===== src/hw/sensor_fifo_pkg.sv =====
// Constants, carriers and register map of the frame-based sensor FIFO.
// Assumes a 10 MHz system clock and a word-addressed 32-bit register bus.
package sensor_fifo_pkg;

  // Timing
  localparam int CLK_NS = 100;
  localparam int TINT_NS = 1000;
  localparam int TINT_CYC = (TINT_NS + CLK_NS - 1) / CLK_NS;
  localparam int DRDY_US = 2500;
  localparam int DRDY_CYC = DRDY_US * 1000 / CLK_NS;

  // Storage sizing
  localparam int FIFO_BYTES = 512;
  localparam int MAX_FRAME = 9;
  localparam int FULL_LEVEL = 504;

  // Register byte offsets
  localparam logic [7:0] OFS_CTRL = 8'h00;
  localparam logic [7:0] OFS_CMD = 8'h04;
  localparam logic [7:0] OFS_FILL = 8'h08;
  localparam logic [7:0] OFS_DATA = 8'h0c;
  localparam logic [7:0] OFS_WTM = 8'h10;
  localparam logic [7:0] OFS_INTST = 8'h14;

  // Command codes
  localparam logic [7:0] CMD_FLUSH = 8'hb0;
  localparam logic [7:0] CMD_SOFTRST = 8'hb6;

  // Frame header fields
  localparam logic [1:0] KIND_SENSOR = 2'h2;
  localparam logic [1:0] KIND_CTRL = 2'h1;
  localparam int BIT_TIME = 5;
  localparam int BIT_TEMP = 4;
  localparam int BIT_PRESS = 2;
  localparam logic [7:0] HDR_EMPTY = 8'h80;
  localparam logic [7:0] HDR_TIME = 8'ha0;
  localparam logic [7:0] HDR_CFG_ERR = 8'h44;
  localparam logic [7:0] OP_CFG_ERR = 8'h01;
  localparam logic [7:0] HDR_CFG_CHG = 8'h48;
  localparam logic [7:0] OP_CFG_CHG = 8'h00;
  localparam logic [7:0] EMPTY_DATA = 8'h00;
  localparam logic [3:0] LEN_ONE = 4'h1;
  localparam logic [3:0] LEN_CTRL = 4'h2;
  localparam logic [3:0] LEN_EMPTY = 4'h2;
  localparam logic [3:0] LEN_TIME = 4'h4;
  localparam logic [3:0] LEN_CH = 4'h3;
  localparam logic [1:0] TS_LAST = 2'h3;

  // Interrupt status bit positions
  localparam int IST_WTM = 0;
  localparam int IST_FULL = 1;
  localparam int IST_DRDY = 2;

  typedef struct packed {
    logic [23:0] press;
    logic [23:0] temp;
  } meas_t;

  typedef struct packed {
    logic normal_mode;
    logic drdy_en;
    logic full_en;
    logic wtm_en;
    logic int_level;
    logic int_od;
    logic int_latch;
    logic press_en;
    logic temp_en;
    logic time_en;
    logic stop_on_full;
    logic fifo_en;
  } ctrl_t;

  // Push-pull, active high, everything else off
  localparam ctrl_t CTRL_RST = 12'h080;

  typedef enum {SEL_FIFO, SEL_TIME, SEL_EMPTY} rsel_t;
  typedef enum {W_IDLE, W_SPACE, W_WRITE} wstate_t;

endpackage : sensor_fifo_pkg


===== src/hw/sensor_fifo_frame_readout.sv =====
// Frame FIFO of a pressure/temperature sensor with register readout,
// overflow policy, control frames and an interrupt pin.
// Assumes an Avalon-MM master on the same clock and measurement inputs
// that come from logic on that clock.
`timescale 1ns/1ps

// What this block does
// Data port address never advances; burst drains all
// Full when free space below nine bytes
// Streaming mode deletes oldest frames until fit
// Stop mode discards incoming frame while full
// Header: kind, parameter, two zero bits
// Kind codes: sensor, control (config error, config change)
// Enable bits select timestamp, measurement, empty
// Timestamp appended after data, captured live
// Temperature then pressure, disabled channel omitted
// Empty FIFO returns header 0x80 plus zero
// Config error stores control frame 0x44 0x01
// One change frame before first new frame
// Boundary stop resumes at next unread frame
// Mid-frame stop resends whole frame next time
// Overwritten partial frame skipped, oldest sent
// Partial timestamp never repeated, always live
// Final byte read consumes the frame
// Over-read: one timestamp, then empty frames
// Flush and soft reset commands empty FIFO
// Pin ORs watermark, full, data ready
// Reset: push-pull, active high pin
// Non-latched live; latched uses stored status
// Pin pulse at least one microsecond
// Storage of 512 bytes
// Fill count moves by whole frames only
// Full interrupt at 504 unread bytes
module sensor_fifo_frame_readout #(
  parameter int DEPTH = sensor_fifo_pkg::FIFO_BYTES,
  parameter int DRDY_CYCLES = sensor_fifo_pkg::DRDY_CYC
) (
  input wire logic clock,
  input wire logic rst,
  input wire logic [2:0] address,
  input wire logic read,
  input wire logic write,
  input wire logic [31:0] writedata,
  input wire logic [3:0] byteenable,
  output logic [31:0] readdata,
  output logic waitrequest,
  input wire logic meas_valid,
  input wire sensor_fifo_pkg::meas_t meas,
  input wire logic cfg_err,
  input wire logic cfg_change,
  input wire logic [23:0] sensor_time,
  output logic int_pin,
  output logic int_pin_oe
);

  localparam int PW = $clog2(DEPTH);
  localparam int CW = $clog2(DEPTH + 1);
  localparam int SW = $clog2(sensor_fifo_pkg::TINT_CYC + 1);
  localparam int DW = $clog2(DRDY_CYCLES + 1);

  // Length of a stored or generated frame from its header
  function automatic logic [3:0] frame_len(input logic [7:0] h);
    logic [3:0] n;
    n = sensor_fifo_pkg::LEN_ONE;
    if (h[7:6] == sensor_fifo_pkg::KIND_CTRL) begin
      n = sensor_fifo_pkg::LEN_CTRL;
    end else if (h[7:6] == sensor_fifo_pkg::KIND_SENSOR) begin
      if (h[sensor_fifo_pkg::BIT_TIME]) begin
        n = sensor_fifo_pkg::LEN_TIME;
      end else if (!h[sensor_fifo_pkg::BIT_TEMP] &&
                   !h[sensor_fifo_pkg::BIT_PRESS]) begin
        n = sensor_fifo_pkg::LEN_EMPTY;
      end else begin
        n = sensor_fifo_pkg::LEN_ONE
          + (h[sensor_fifo_pkg::BIT_TEMP] ? sensor_fifo_pkg::LEN_CH : 4'h0)
          + (h[sensor_fifo_pkg::BIT_PRESS] ? sensor_fifo_pkg::LEN_CH : 4'h0);
      end
    end
    return n;
  endfunction : frame_len

  // Byte-lane merge for register writes
  function automatic logic [31:0] lane_merge(input logic [31:0] old,
                                             input logic [31:0] nw,
                                             input logic [3:0] be);
    logic [31:0] r;
    r = old;
    for (int i = 0; i < 4; i++) begin
      if (be[i]) r[8*i +: 8] = nw[8*i +: 8];
    end
    return r;
  endfunction : lane_merge

  logic [7:0] mem [DEPTH];
  sensor_fifo_pkg::ctrl_t ctrl_q;
  logic [CW-1:0] wtm_q;
  logic [CW-1:0] count_q, count_d;
  logic [PW-1:0] rd_ptr_q, rd_ptr_d, wr_ptr_q, wr_ptr_d;
  logic [3:0] rd_off_q, rd_off_d;
  logic ack_q;
  logic [31:0] rdata_q;
  sensor_fifo_pkg::rsel_t sel_q;
  logic [1:0] ts_off_q;
  logic ts_done_q;
  logic [2:0][7:0] ts_cap_q;
  logic emp_off_q;
  sensor_fifo_pkg::wstate_t wst_q;
  logic [8:0][7:0] wbuf_q;
  logic [3:0] wlen_q, widx_q;
  logic meas_pend_q, err_pend_q, chg_pend_q;
  sensor_fifo_pkg::meas_t meas_hold_q;
  logic fwm_st_q, full_st_q, drdy_st_q, drdy_pin_q;
  logic [DW-1:0] drdy_cnt_q;
  logic [SW-1:0] str_cnt_q;
  logic act_q;

  // Bus decode: every access waits one cycle, then completes
  wire req = read | write;
  wire accept = req & ~ack_q;
  wire done = req & ack_q;
  wire [7:0] byte_addr = {3'h0, address, 2'b00};
  wire do_wr = done & write;
  wire do_rd = done & read;
  wire wr_ctrl = do_wr & (byte_addr == sensor_fifo_pkg::OFS_CTRL);
  wire wr_cmd = do_wr & (byte_addr == sensor_fifo_pkg::OFS_CMD)
              & byteenable[0];
  wire wr_wtm = do_wr & (byte_addr == sensor_fifo_pkg::OFS_WTM);
  wire rd_data = do_rd & (byte_addr == sensor_fifo_pkg::OFS_DATA);
  wire rd_ist = do_rd & (byte_addr == sensor_fifo_pkg::OFS_INTST);
  wire soft_rst = wr_cmd & (writedata[7:0] == sensor_fifo_pkg::CMD_SOFTRST);
  wire flush = soft_rst
             | (wr_cmd & (writedata[7:0] == sensor_fifo_pkg::CMD_FLUSH));
  // Any completed access other than a data read closes the burst
  wire burst_end = done & ~rd_data;
  assign waitrequest = accept;
  assign readdata = rdata_q;

  // Enables, fill state and header of the oldest frame
  wire fifo_on = ctrl_q.fifo_en & (ctrl_q.temp_en | ctrl_q.press_en);
  wire [CW-1:0] free = CW'(DEPTH) - count_q;
  wire fifo_full = free < CW'(sensor_fifo_pkg::MAX_FRAME);
  wire [7:0] old_hdr = mem[rd_ptr_q];
  wire [3:0] old_len = frame_len(old_hdr);
  wire [CW-1:0] full_lvl = CW'(sensor_fifo_pkg::FULL_LEVEL);
  wire full_cond = count_q >= full_lvl;
  wire wtm_cond = (wtm_q != '0) & (count_q >= wtm_q);

  // Writer events; a deletion suppresses a pop of the same frame
  wire commit = (wst_q == sensor_fifo_pkg::W_WRITE) & (widx_q == wlen_q - 4'h1);
  wire del = (wst_q == sensor_fifo_pkg::W_SPACE) & ~ctrl_q.stop_on_full
           & (free < CW'(wlen_q)) & (count_q != '0);
  wire fifo_sel = rd_data & (sel_q == sensor_fifo_pkg::SEL_FIFO) & ~del;
  wire pop = fifo_sel & (rd_off_q + 4'h1 >= old_len);

  // Byte source for the data port: unfinished frame first, then FIFO
  sensor_fifo_pkg::rsel_t sel_now;
  assign sel_now =
    (ts_off_q != 2'h0) ? sensor_fifo_pkg::SEL_TIME :
    emp_off_q ? sensor_fifo_pkg::SEL_EMPTY :
    (rd_off_q != 4'h0 || count_q != '0) ? sensor_fifo_pkg::SEL_FIFO :
    (ctrl_q.time_en && !ts_done_q) ? sensor_fifo_pkg::SEL_TIME :
    sensor_fifo_pkg::SEL_EMPTY;
  wire [7:0] fifo_byte = mem[rd_ptr_q + PW'(rd_off_q)];
  wire [7:0] ts_byte = (ts_off_q == 2'h0) ? sensor_fifo_pkg::HDR_TIME
                     : ts_cap_q[ts_off_q - 2'h1];
  wire [7:0] emp_byte = emp_off_q ? sensor_fifo_pkg::EMPTY_DATA
                      : sensor_fifo_pkg::HDR_EMPTY;
  wire [7:0] data_byte =
    (sel_now == sensor_fifo_pkg::SEL_FIFO) ? fifo_byte :
    (sel_now == sensor_fifo_pkg::SEL_TIME) ? ts_byte : emp_byte;

  // Interrupt status as software sees it
  wire fwm_vis = ctrl_q.int_latch ? fwm_st_q : wtm_cond;
  wire full_vis = ctrl_q.int_latch ? full_st_q : full_cond;
  wire [2:0] ist = {drdy_st_q, full_vis, fwm_vis};

  // Read word, sampled at accept so it stands at the completing edge
  logic [31:0] rd_word;
  always_comb begin
    rd_word = 32'h0;
    case (byte_addr)
      sensor_fifo_pkg::OFS_CTRL: rd_word = 32'(ctrl_q);
      sensor_fifo_pkg::OFS_FILL: rd_word = 32'(count_q);
      sensor_fifo_pkg::OFS_DATA: rd_word = 32'(data_byte);
      sensor_fifo_pkg::OFS_WTM: rd_word = 32'(wtm_q);
      sensor_fifo_pkg::OFS_INTST: rd_word = 32'(ist);
      default: rd_word = 32'h0;
    endcase
  end

  // Bus handshake and read data
  always_ff @(posedge clock or posedge rst) begin
    if (rst) begin
      ack_q <= 1'b0;
      rdata_q <= 32'h0;
      sel_q <= sensor_fifo_pkg::SEL_EMPTY;
    end else begin
      ack_q <= accept;
      if (accept) begin
        rdata_q <= rd_word;
        sel_q <= sel_now;
      end
    end
  end

  // Register words with the written byte lanes merged in
  wire [31:0] ctrl_wr = lane_merge(32'(ctrl_q), writedata, byteenable);
  wire [31:0] wtm_wr = lane_merge(32'(wtm_q), writedata, byteenable);

  // Control registers; soft reset restores the pin defaults
  always_ff @(posedge clock or posedge rst) begin
    if (rst) begin
      ctrl_q <= sensor_fifo_pkg::CTRL_RST;
      wtm_q <= '0;
    end else if (soft_rst) begin
      ctrl_q <= sensor_fifo_pkg::CTRL_RST;
      wtm_q <= '0;
    end else begin
      if (wr_ctrl) ctrl_q <= ctrl_wr[$bits(ctrl_q)-1:0];
      if (wr_wtm) wtm_q <= wtm_wr[CW-1:0];
    end
  end

  // Pointers and committed fill count, in whole frames
  always_comb begin
    count_d = count_q;
    rd_ptr_d = rd_ptr_q;
    rd_off_d = rd_off_q;
    wr_ptr_d = wr_ptr_q;
    if (commit) begin
      count_d = count_d + CW'(wlen_q);
      wr_ptr_d = wr_ptr_q + PW'(wlen_q);
    end
    if (del || pop) begin
      count_d = count_d - CW'(old_len);
      rd_ptr_d = rd_ptr_q + PW'(old_len);
    end
    if (del || pop || burst_end) begin
      rd_off_d = 4'h0;
    end else if (fifo_sel) begin
      rd_off_d = rd_off_q + 4'h1;
    end
    if (flush) begin
      count_d = '0;
      rd_ptr_d = '0;
      rd_off_d = 4'h0;
      wr_ptr_d = '0;
    end
  end

  always_ff @(posedge clock or posedge rst) begin
    if (rst) begin
      count_q <= '0;
      rd_ptr_q <= '0;
      rd_off_q <= 4'h0;
      wr_ptr_q <= '0;
    end else begin
      count_q <= count_d;
      rd_ptr_q <= rd_ptr_d;
      rd_off_q <= rd_off_d;
      wr_ptr_q <= wr_ptr_d;
    end
  end

  // Timestamp and empty frames are generated, never stored
  always_ff @(posedge clock or posedge rst) begin
    if (rst) begin
      ts_off_q <= 2'h0;
      ts_done_q <= 1'b0;
      ts_cap_q <= '0;
      emp_off_q <= 1'b0;
    end else if (burst_end || flush) begin
      ts_off_q <= 2'h0;
      ts_done_q <= 1'b0;
      emp_off_q <= 1'b0;
    end else if (rd_data && sel_q == sensor_fifo_pkg::SEL_TIME) begin
      if (ts_off_q == 2'h0) ts_cap_q <= sensor_time;
      ts_off_q <= (ts_off_q == sensor_fifo_pkg::TS_LAST) ? 2'h0
                                                         : ts_off_q + 2'h1;
      if (ts_off_q == sensor_fifo_pkg::TS_LAST) ts_done_q <= 1'b1;
    end else if (rd_data && sel_q == sensor_fifo_pkg::SEL_EMPTY) begin
      emp_off_q <= ~emp_off_q;
    end
  end

  // Measurement frame: temperature then pressure, low byte first
  wire t_on = ctrl_q.temp_en;
  wire p_on = ctrl_q.press_en;
  wire [7:0] meas_hdr = sensor_fifo_pkg::HDR_EMPTY
                      | (8'(t_on) << sensor_fifo_pkg::BIT_TEMP)
                      | (8'(p_on) << sensor_fifo_pkg::BIT_PRESS);
  wire [55:0] mframe = (t_on && p_on) ?
                       {meas_hold_q.press, meas_hold_q.temp, meas_hdr} :
                       t_on ? {24'h0, meas_hold_q.temp, meas_hdr} :
                       {24'h0, meas_hold_q.press, meas_hdr};
  wire [3:0] mlen = frame_len(meas_hdr);
  wire take_err = (wst_q == sensor_fifo_pkg::W_IDLE) & err_pend_q;
  wire take_meas = (wst_q == sensor_fifo_pkg::W_IDLE) & ~err_pend_q
                 & meas_pend_q;
  // Setup fields whose change marks the stream
  wire ctrl_moved = wr_ctrl & (ctrl_wr[4:0] != 5'(ctrl_q));
  wire chg_evt = ctrl_q.normal_mode & fifo_on & (cfg_change | ctrl_moved);

  // Pending requests; a new event wins over the take in the same cycle
  always_ff @(posedge clock or posedge rst) begin
    if (rst) begin
      meas_pend_q <= 1'b0;
      err_pend_q <= 1'b0;
      chg_pend_q <= 1'b0;
      meas_hold_q <= '0;
    end else if (flush) begin
      meas_pend_q <= 1'b0;
      err_pend_q <= 1'b0;
      chg_pend_q <= 1'b0;
    end else begin
      if (meas_valid && fifo_on) meas_hold_q <= meas;
      meas_pend_q <= (meas_valid & fifo_on) | (meas_pend_q & ~take_meas);
      err_pend_q <= (cfg_err & fifo_on) | (err_pend_q & ~take_err);
      chg_pend_q <= chg_evt | (chg_pend_q & ~take_meas);
    end
  end

  // Writer: build frame, make room or drop, copy bytes, then commit
  always_ff @(posedge clock or posedge rst) begin
    if (rst) begin
      wst_q <= sensor_fifo_pkg::W_IDLE;
      wbuf_q <= '0;
      wlen_q <= 4'h0;
      widx_q <= 4'h0;
    end else if (flush) begin
      wst_q <= sensor_fifo_pkg::W_IDLE;
    end else begin
      case (wst_q)
        sensor_fifo_pkg::W_IDLE: begin
          widx_q <= 4'h0;
          if (take_err) begin
            wbuf_q <= {56'h0, sensor_fifo_pkg::OP_CFG_ERR,
                       sensor_fifo_pkg::HDR_CFG_ERR};
            wlen_q <= sensor_fifo_pkg::LEN_CTRL;
            wst_q <= sensor_fifo_pkg::W_SPACE;
          end else if (take_meas) begin
            // Change marker and its frame share one commit
            wbuf_q <= chg_pend_q ? {mframe, sensor_fifo_pkg::OP_CFG_CHG,
                                    sensor_fifo_pkg::HDR_CFG_CHG}
                                 : {16'h0, mframe};
            wlen_q <= chg_pend_q ? mlen + sensor_fifo_pkg::LEN_CTRL : mlen;
            wst_q <= sensor_fifo_pkg::W_SPACE;
          end
        end
        sensor_fifo_pkg::W_SPACE: begin
          if (ctrl_q.stop_on_full && fifo_full) begin
            wst_q <= sensor_fifo_pkg::W_IDLE;
          end else if (free >= CW'(wlen_q)) begin
            wst_q <= sensor_fifo_pkg::W_WRITE;
          end
        end
        sensor_fifo_pkg::W_WRITE: begin
          widx_q <= widx_q + 4'h1;
          if (commit) wst_q <= sensor_fifo_pkg::W_IDLE;
        end
        default: wst_q <= sensor_fifo_pkg::W_IDLE;
      endcase
    end
  end

  // Storage writes land beyond the committed area, never seen early
  always_ff @(posedge clock) begin
    if (wst_q == sensor_fifo_pkg::W_WRITE) begin
      mem[wr_ptr_q + PW'(widx_q)] <= wbuf_q[widx_q];
    end
  end

  // Sticky statuses; a new condition wins over the status read
  always_ff @(posedge clock or posedge rst) begin
    if (rst) begin
      fwm_st_q <= 1'b0;
      full_st_q <= 1'b0;
      drdy_st_q <= 1'b0;
    end else begin
      fwm_st_q <= wtm_cond | (fwm_st_q & ~rd_ist);
      full_st_q <= full_cond | (full_st_q & ~rd_ist);
      drdy_st_q <= meas_valid | (drdy_st_q & ~rd_ist);
    end
  end

  // Non-latched data ready contribution self-clears after its timeout
  always_ff @(posedge clock or posedge rst) begin
    if (rst) begin
      drdy_pin_q <= 1'b0;
      drdy_cnt_q <= '0;
    end else if (meas_valid && ctrl_q.drdy_en && !ctrl_q.int_latch) begin
      drdy_pin_q <= 1'b1;
      drdy_cnt_q <= DW'(DRDY_CYCLES);
    end else if (rd_ist || drdy_cnt_q == DW'(1)) begin
      drdy_pin_q <= 1'b0;
      drdy_cnt_q <= '0;
    end else if (drdy_cnt_q != '0) begin
      drdy_cnt_q <= drdy_cnt_q - DW'(1);
    end
  end

  // Pin source: live conditions or stored statuses, ORed
  wire live_src = (ctrl_q.wtm_en & wtm_cond) | (ctrl_q.full_en & full_cond)
                | drdy_pin_q;
  wire held_src = (ctrl_q.wtm_en & fwm_st_q) | (ctrl_q.full_en & full_st_q)
                | (ctrl_q.drdy_en & drdy_st_q);
  wire raw_int = ctrl_q.int_latch ? held_src : live_src;
  wire act_d = raw_int | (str_cnt_q != '0);
  // Open drain only pulls toward the inactive-free level
  wire pin_lvl = ctrl_q.int_level ? act_q : ~act_q;
  assign int_pin = ctrl_q.int_od ? 1'b0 : pin_lvl;
  assign int_pin_oe = ctrl_q.int_od ? ~pin_lvl : 1'b1;

  // Stretch each pulse so a short condition is still seen
  always_ff @(posedge clock or posedge rst) begin
    if (rst) begin
      act_q <= 1'b0;
      str_cnt_q <= '0;
    end else begin
      act_q <= act_d;
      if (raw_int && !act_q) begin
        str_cnt_q <= SW'(sensor_fifo_pkg::TINT_CYC - 1);
      end else if (str_cnt_q != '0) begin
        str_cnt_q <= str_cnt_q - SW'(1);
      end
    end
  end

  a_fill_bound: assert property (@(posedge clock) disable iff (rst)
    count_q <= CW'(DEPTH)) else $error("fill count above capacity");
  a_stop_drop: assert property (@(posedge clock) disable iff (rst)
    (wst_q == sensor_fifo_pkg::W_SPACE && ctrl_q.stop_on_full && fifo_full
     && !flush) |=> wst_q == sensor_fifo_pkg::W_IDLE && count_q <= $past(count_q))
    else $error("frame stored while full in stop mode");
  a_stream_del: assert property (@(posedge clock) disable iff (rst)
    (del && !flush) |=> count_q < $past(count_q))
    else $error("overflow did not delete oldest frame");
  a_hdr_zero: assert property (@(posedge clock) disable iff (rst)
    (wst_q == sensor_fifo_pkg::W_WRITE && widx_q == 4'h0)
    |-> wbuf_q[0][1:0] == 2'b00) else $error("header low bits set");
  a_empty_seq: assert property (@(posedge clock) disable iff (rst)
    (accept && read && byte_addr == sensor_fifo_pkg::OFS_DATA
     && sel_now == sensor_fifo_pkg::SEL_EMPTY && !emp_off_q)
    |=> rdata_q[7:0] == sensor_fifo_pkg::HDR_EMPTY)
    else $error("empty frame header wrong");
  a_partial_rew: assert property (@(posedge clock) disable iff (rst)
    burst_end |=> rd_off_q == 4'h0 && ts_off_q == 2'h0)
    else $error("partial frame not rewound");
  a_ts_live: assert property (@(posedge clock) disable iff (rst)
    (rd_data && sel_q == sensor_fifo_pkg::SEL_TIME && ts_off_q == 2'h0
     && !burst_end && !flush) |=> ts_cap_q == $past(sensor_time))
    else $error("timestamp not captured at frame start");
  a_flush_cmd: assert property (@(posedge clock) disable iff (rst)
    flush |=> count_q == '0 && rd_off_q == 4'h0)
    else $error("flush left data behind");
  a_whole_frame: assert property (@(posedge clock) disable iff (rst)
    !$stable(count_q) |-> $past(commit || del || pop || flush))
    else $error("fill count moved without a frame");
  // Length of the current pin pulse, saturating; only the width check reads it
  logic [SW-1:0] hi_run_q;
  always_ff @(posedge clock or posedge rst) begin
    if (rst) begin
      hi_run_q <= '0;
    end else begin
      hi_run_q <= !act_q ? '0 : (&hi_run_q) ? hi_run_q : hi_run_q + SW'(1);
    end
  end

  a_pulse_min: assert property (@(posedge clock) disable iff (rst)
    $fell(act_q) |-> hi_run_q >= SW'(sensor_fifo_pkg::TINT_CYC))
    else $error("interrupt pulse too short");
  a_drdy_expire: assert property (@(posedge clock) disable iff (rst)
    (drdy_cnt_q == DW'(1) && !meas_valid) |=> !drdy_pin_q)
    else $error("data ready pin did not self-clear");

endmodule : sensor_fifo_frame_readout


===== config.mk =====
export PLATFORM = sky130hd
export DESIGN_NAME = sensor_fifo_frame_readout
export DESIGN_NICKNAME = d
export VERILOG_FILES = /design/src/hw/sensor_fifo_pkg.sv /design/src/hw/sensor_fifo_frame_readout.sv
export SDC_FILE = /design/constraint.sdc
export NUM_CORES = 2
export LEC_CHECK = 0
export BUFFER_PORTS_ARGS = -buffer_cell sky130_fd_sc_hd__buf_2
export CAP_MARGIN = 30
export CORE_ASPECT_RATIO = 1.75
export CORE_UTILIZATION = 45
export CTS_BUF_LIST = sky130_fd_sc_hd__clkbuf_8 sky130_fd_sc_hd__clkbuf_16
export DETAILED_ROUTE_END_ITERATION = 7
export HOLD_SLACK_MARGIN = 0.08
export PLACE_DENSITY_LB_ADDON = 0.25
export SYNTH_ARGS = -nofsm -noshare
export SYNTH_HDL_FRONTEND = slang
export SYNTH_SLANG_ARGS = --single-unit
export TNS_END_PERCENT = 10

===== constraint.sdc =====
create_clock -name clock -period 70.1 [get_ports clock]
set_input_delay 14.02 -clock clock [delete_from_list [all_inputs] [get_ports clock]]
set_output_delay 14.02 -clock clock [all_outputs]
set_load 0.05 [all_outputs]

* After elaboration in Yosys (flattened, before gate mapping)
Memory sizes are Yosys's and may differ from the RTL's.
Index checks and enable logic that the tools add are counted.
** Word-level totals
- RAM bits :: 4096
- Logic and storage cells :: 322
- Memories :: 1
- Output and inout bits :: 35
- Register bits :: 334
- Input port bits :: 118
** Memories
- mem :: words 512, width 8, rd ports 2, clocked after Yosys merged registers in 0, write ports 1, RTL line sensor_fifo_frame_readout.sv:94 : logic [7:0] mem [DEPTH];
** Operators by class
- Add/sub/neg operators :: 19
- Reduce and logical (&&, ||, !) cells :: 61
- Muxes and demuxes :: 86
- Eq/ne operators :: 26
- Bitwise logic cells :: 70
- Order comparisons :: 8
** Operators with widths (count)
- $mux 32 :: 7
- $mux 72 :: 3
- $logic_not 32->1 :: 4
- $eq 32x2->1 const B :: 3
- $pmux 32 s3 :: 1
- $mux 4 :: 17
- $eq 32x3->1 const B :: 2
- $mux 8 :: 8
- $pmux 12 s5 :: 1
- $mux 56 :: 1
- $mux 10 :: 5
- $mux 15 :: 3
- $and 1x1->1 :: 41
- $add 9x4->9 :: 4
- $mux 9 :: 4
- $bmux 8 s4 :: 1
- $eq 32x1->1 const B :: 1
- $reduce_bool 2->1 :: 14
- $mux 12 :: 2
- $mux 2 :: 12
- $reduce_bool 10->1 :: 2
- $mux 1 :: 19
- $bmux 8 s2 :: 1
- $eq 8x8->1 const B :: 2
- other kinds (44) :: 112

* Depth between registers and ports, before layout
An unclocked memory read counts as a cell.
- Word-level depth :: 14
- Depth in mapped cells :: 29
- Gate-level depth less buffers :: 19

* Worst setup path after synthesis
Ideal clock, no wire load.
- Path type :: in2out
- Start :: in write
- End :: out waitrequest
- Setup slack :: 41.241 ns
- Arrival :: 14.839 ns
- Required time :: 56.080 ns
- Path buffers :: 1
- Stages on the path :: 4
- Cell sequence :: nor2_1 > or2_2 > clkbuf_1 > inv_1
** Between the ends
- Longest elaborated chain between the ends :: 2
** Ends and longest elaborated chain
- start, declared :: RTL line sensor_fifo_frame_readout.sv:42 : input wire logic write,
- $or 1x1->1 :: RTL line sensor_fifo_frame_readout.sv:118 : wire req = read | write;
- $and 1x1->1 :: RTL line sensor_fifo_frame_readout.sv:119 : wire accept = req & ~ack_q;
- end, declared :: RTL line sensor_fifo_frame_readout.sv:46 : output logic waitrequest,
Every way passes these cells.

* Worst setup path in the final report
Ends and elaborated chain as after synthesis.

==> impl_metrics.csv <==
group,metric,value,unit
min_path,whs_path_depth,2,
setup_path,critical-path-max-stage-delay,400,ps
yosys,ys_async_sr_fraction,0.0577,
setup_path,rr_worst_depth,22,
outcome,violations,"max-slew violations",
timing,hold_violations,0,
clocking,htreeDepth,5,
drt,remaining_drc_errors,0,
yosys,ys_seq_area_frac,0.671,
timing,slew_viol_final,25,
setup_path,reg2reg_to,"count_q[7]",
yosys,syn_avg_cell_area,20.3,µm²
timing,slew_headroom,-0.0197,
layout,multi_input_area,60400,µm²
grt,grt.total_usage,0.282,
clocking,hold_buffers,0,
timing,rsz0062_at_grt,"no",
min_path,min_to,"wbuf_q[3]",
floorplan,die_area,431000,µm²
power_and_ir_drop,p_int,5720,µW
power_and_ir_drop,p_per_area,42.6,nW/µm²
layout,drive_above_1_share,0.324,
placement,gp_congestion,0.901,
clocking,cts.clk_slew.worst_paths,70,ps
floorplan,fp.dieW,496,µm
layout,area_growth,10.5,%
run,cap_violations,0,
timing,clock_skew,48.7,ps
min_path,holdCritStartpoint,"wbuf_q[3]",
min_path,hp-class,"reg2reg",
clocking,clkLatencyLatePin,990,ps
placement,dp_hpwl,387,mm
drt,routed_via_density,6.67,
clocking,cts_tree,"done",
floorplan,io_pins,153,
yosys,synth_cell_type_count,97,
clocking,clock_sinks,4347,
layout,nFillCells,33900,
setup_path,end_kind,"output pin",
power_and_ir_drop,p_sw,3340,µW
layout,num-nets-final,9802,
drt,drt_first_pass_iters,8,
yosys,ys_ff_latch,4347,
timing,setup_tns,0,ps
yosys,syn_area,193000,µm²
power_and_ir_drop,p_sw_frac,0.369,
setup_path,crit_path_max_fanout,17,
setup_path,crit_top_cell,"buf_2",
power_and_ir_drop,pwr-share-comb,0.396,
grt,grt_pass1_vias,107000,
timing,max_freq,34.4,MHz
placement,place_ws,41020,ps
outcome,status,"complete, but fails checks",
grt,overflow,0,
yosys,synth_edf_count,4096,
drt,vias,104000,
setup_path,worstPathArrival,15090,ps
timing,min_period,29110,ps
drt,ant_nets,0,
power_and_ir_drop,seq_power_share,0.372,
setup_path,crit_slowest_cell,"or2_2",
grt,grt_pass1_wl,841,mm
floorplan,core-area,426000,µm²
yosys,yosys_warnings,0,
yosys,synthFlopType,"edfxtp_1",
yosys,synthCells,9468,
setup_path,path_class,"in2out",
floorplan,num_rows,317,
grt,grt_start_max_net_pins,272,
clocking,cts_made_buffers,379,
setup_path,crit_chain,"buf_2, nor2_1, or2_2, inv_1, buf_2",
drt,drt-initial-drc-count,13300,
timing,worst_slew_pin_slew,1530,ps
setup_path,reg2reg_setup_slack,59660,ps
power_and_ir_drop,p_leak,0.0671,µW
layout,ff_latch_area,129000,µm²
timing,fin_crit_sh,0.415,
power_and_ir_drop,irDropWorstVdd,0.0920,mV
clocking,clock_path_buffers,4,
setup_path,r2r-start,"rd_ptr_q[0]",
drt,wl_per_cell,38.9,µm
floorplan,dieHeight,867,µm
timing,finalSetupViolCount,0,
grt,antenna_found_initial,35,
power_and_ir_drop,clkPwrFrac,0.232,
setup_path,cp.required,56080,ps
placement,io_buffers,110,
clocking,postCtsSetupRepairBufs,0,
clocking,cts-root-buf,"clkbuf_16",
setup_path,cp-start-kind,"primary input",
timing,layout_setup_ws,40990,ps
floorplan,start_util,0.452,
clocking,cts-resized-gates,0,
drt,routed_wl,606,mm
[Yosys cell counts, types with 21 or more instances]
master	number	share of area
nor2_1	665	0.013
buf_2	170	0.0044
a21oi_1	117	0.0030
a22oi_1	95	0.0037
mux4_2	2025	0.24
dfrtp_1	249	0.032
mux2_2	96	0.0056
buf_1	107	0.0021
nor4_1	23	0.00075
nor3_1	41	0.0011
nor2b_1	36	0.0012
mux2i_1	184	0.0096
buf_4	50	0.0019
inv_1	56	0.0011
o21ai_0	88	0.0023
xor2_1	30	0.0014
clkbuf_1	347	0.0068
a22o_1	30	0.0014
a221o_1	21	0.0011
nand2_1	345	0.0067
buf_6	29	0.0017
ha_1	52	0.0034
edfxtp_1	4096	0.64
nand3_1	117	0.0030
xnor2_1	52	0.0024
[metal layers]
metal	track usage	part of all wire
met4	0.232	0.094
met2	0.466	0.50
met5	0	0.00022
met3	0.0516	0.079
met1	0.319	0.32
[placed cells by master, fill, tap and decap left out, types with 30 or more instances in the layout]
cell       netlist  layout
a21oi_1        117     117
a22o_1          30      30
a22oi_1         95      95
buf_2          170     114
buf_4           50     275
buf_6           29      37
bufinv_16        0      34
clkbuf_16        0     383
clkinv_1         2      79
clkinv_2         0      63
dfrtp_1        249     242
diode_2          0      53
edfxtp_1      4096    4096
ha_1            52      51
inv_1           56     124
mux2_2          96      96
mux2i_1        184     184
mux4_2        2025    2025
nand2_1        345     329
nand3_1        117     117
nor2_1         665     657
nor2b_1         36      32
nor3_1          41      37
o21ai_0         88      80
xnor2_1         52      44
[sequential cells by signal (all words and copies together), names as in the netlist, 9 cells and up]
| register | cells |
|---|---|
| ctrl_q | 10 |
| readdata | 12 |
| ts_cap_q | 24 |
| meas_hold_q | 48 |
| rd_ptr_q | 9 |
| wbuf_q | 69 |
| mem | 4096 |
| wtm_q | 10 |
| count_q | 10 |
| drdy_cnt_q | 15 |
| wr_ptr_q | 9 |
[final cells by class]
class	count	area share
flip-flops and latches	4347	0.608
clock buffers	385	0.0452
inverters	62	0.00117
well taps	5582	0.0328
multi-input cells	4373	0.284
clock inverters	294	0.0110
diodes	53	0.000623
repair buffers	463	0.0181
[critical path: cells and delay by family]
family	cells	cell delay [ps]
AND/OR/NAND/NOR	2	450
buffers and inverters	3	620
[worst max path at each step]
stage,startpoint,end,slack [ps],cells after the start
finish,write,waitrequest,40990,5
floorplan,write,waitrequest,41240,4
global route,write,waitrequest,40910,5
global placement,write,waitrequest,41030,5
CTS,write,waitrequest,41010,5
detailed placement,write,waitrequest,41020,5
[cell families (layout without fill, tap and decap cells)]
family | after synthesis | count (layout) | share of synthesized area
buffers and inverters | 767 | 1204 | 0.0182
muxes | 2307 | 2307 | 0.252
DFF | 4347 | 4347 | 0.671
and+or+nand+nor | 1353 | 1353 | 0.0302
xor gates and xnor gates | 83 | 83 | 0.00381
adders and majority gates | 62 | 62 | 0.00421
other | 1 | 73 | 0.0000195
AOI/OAI and AO/OA | 548 | 548 | 0.0199
[power groups by stage]
stage               Combinational [µW]  Sequential (µW)  Clock (µW)
detailed placement                3540             3420           0
floorplan                         2110             4000           0
finish                            3590             3370        2100
global placement                  3460             3410           0
CTS                               3550             3360        2120
global route                      3670             3370        2200
[through the flow]
step / instance area, µm² / util / hold slack [ps] / std cells / total power (µW)
detailed placement: 200000 / 0.470 / 473 / 14800 / 6960
floorplan: 193000 / - / 442 / 9487 / 6110
global placement: 199000 / 0.468 / 461 / 14700 / 6880
global route: 213000 / 0.499 / 508 / 15500 / 9240
finish: 213000 / 0.500 / 483 / 15600 / 9060
CTS: 212000 / 0.498 / 489 / 15500 / 9030
No activity file was read; power rests on OpenSTA's default activity.
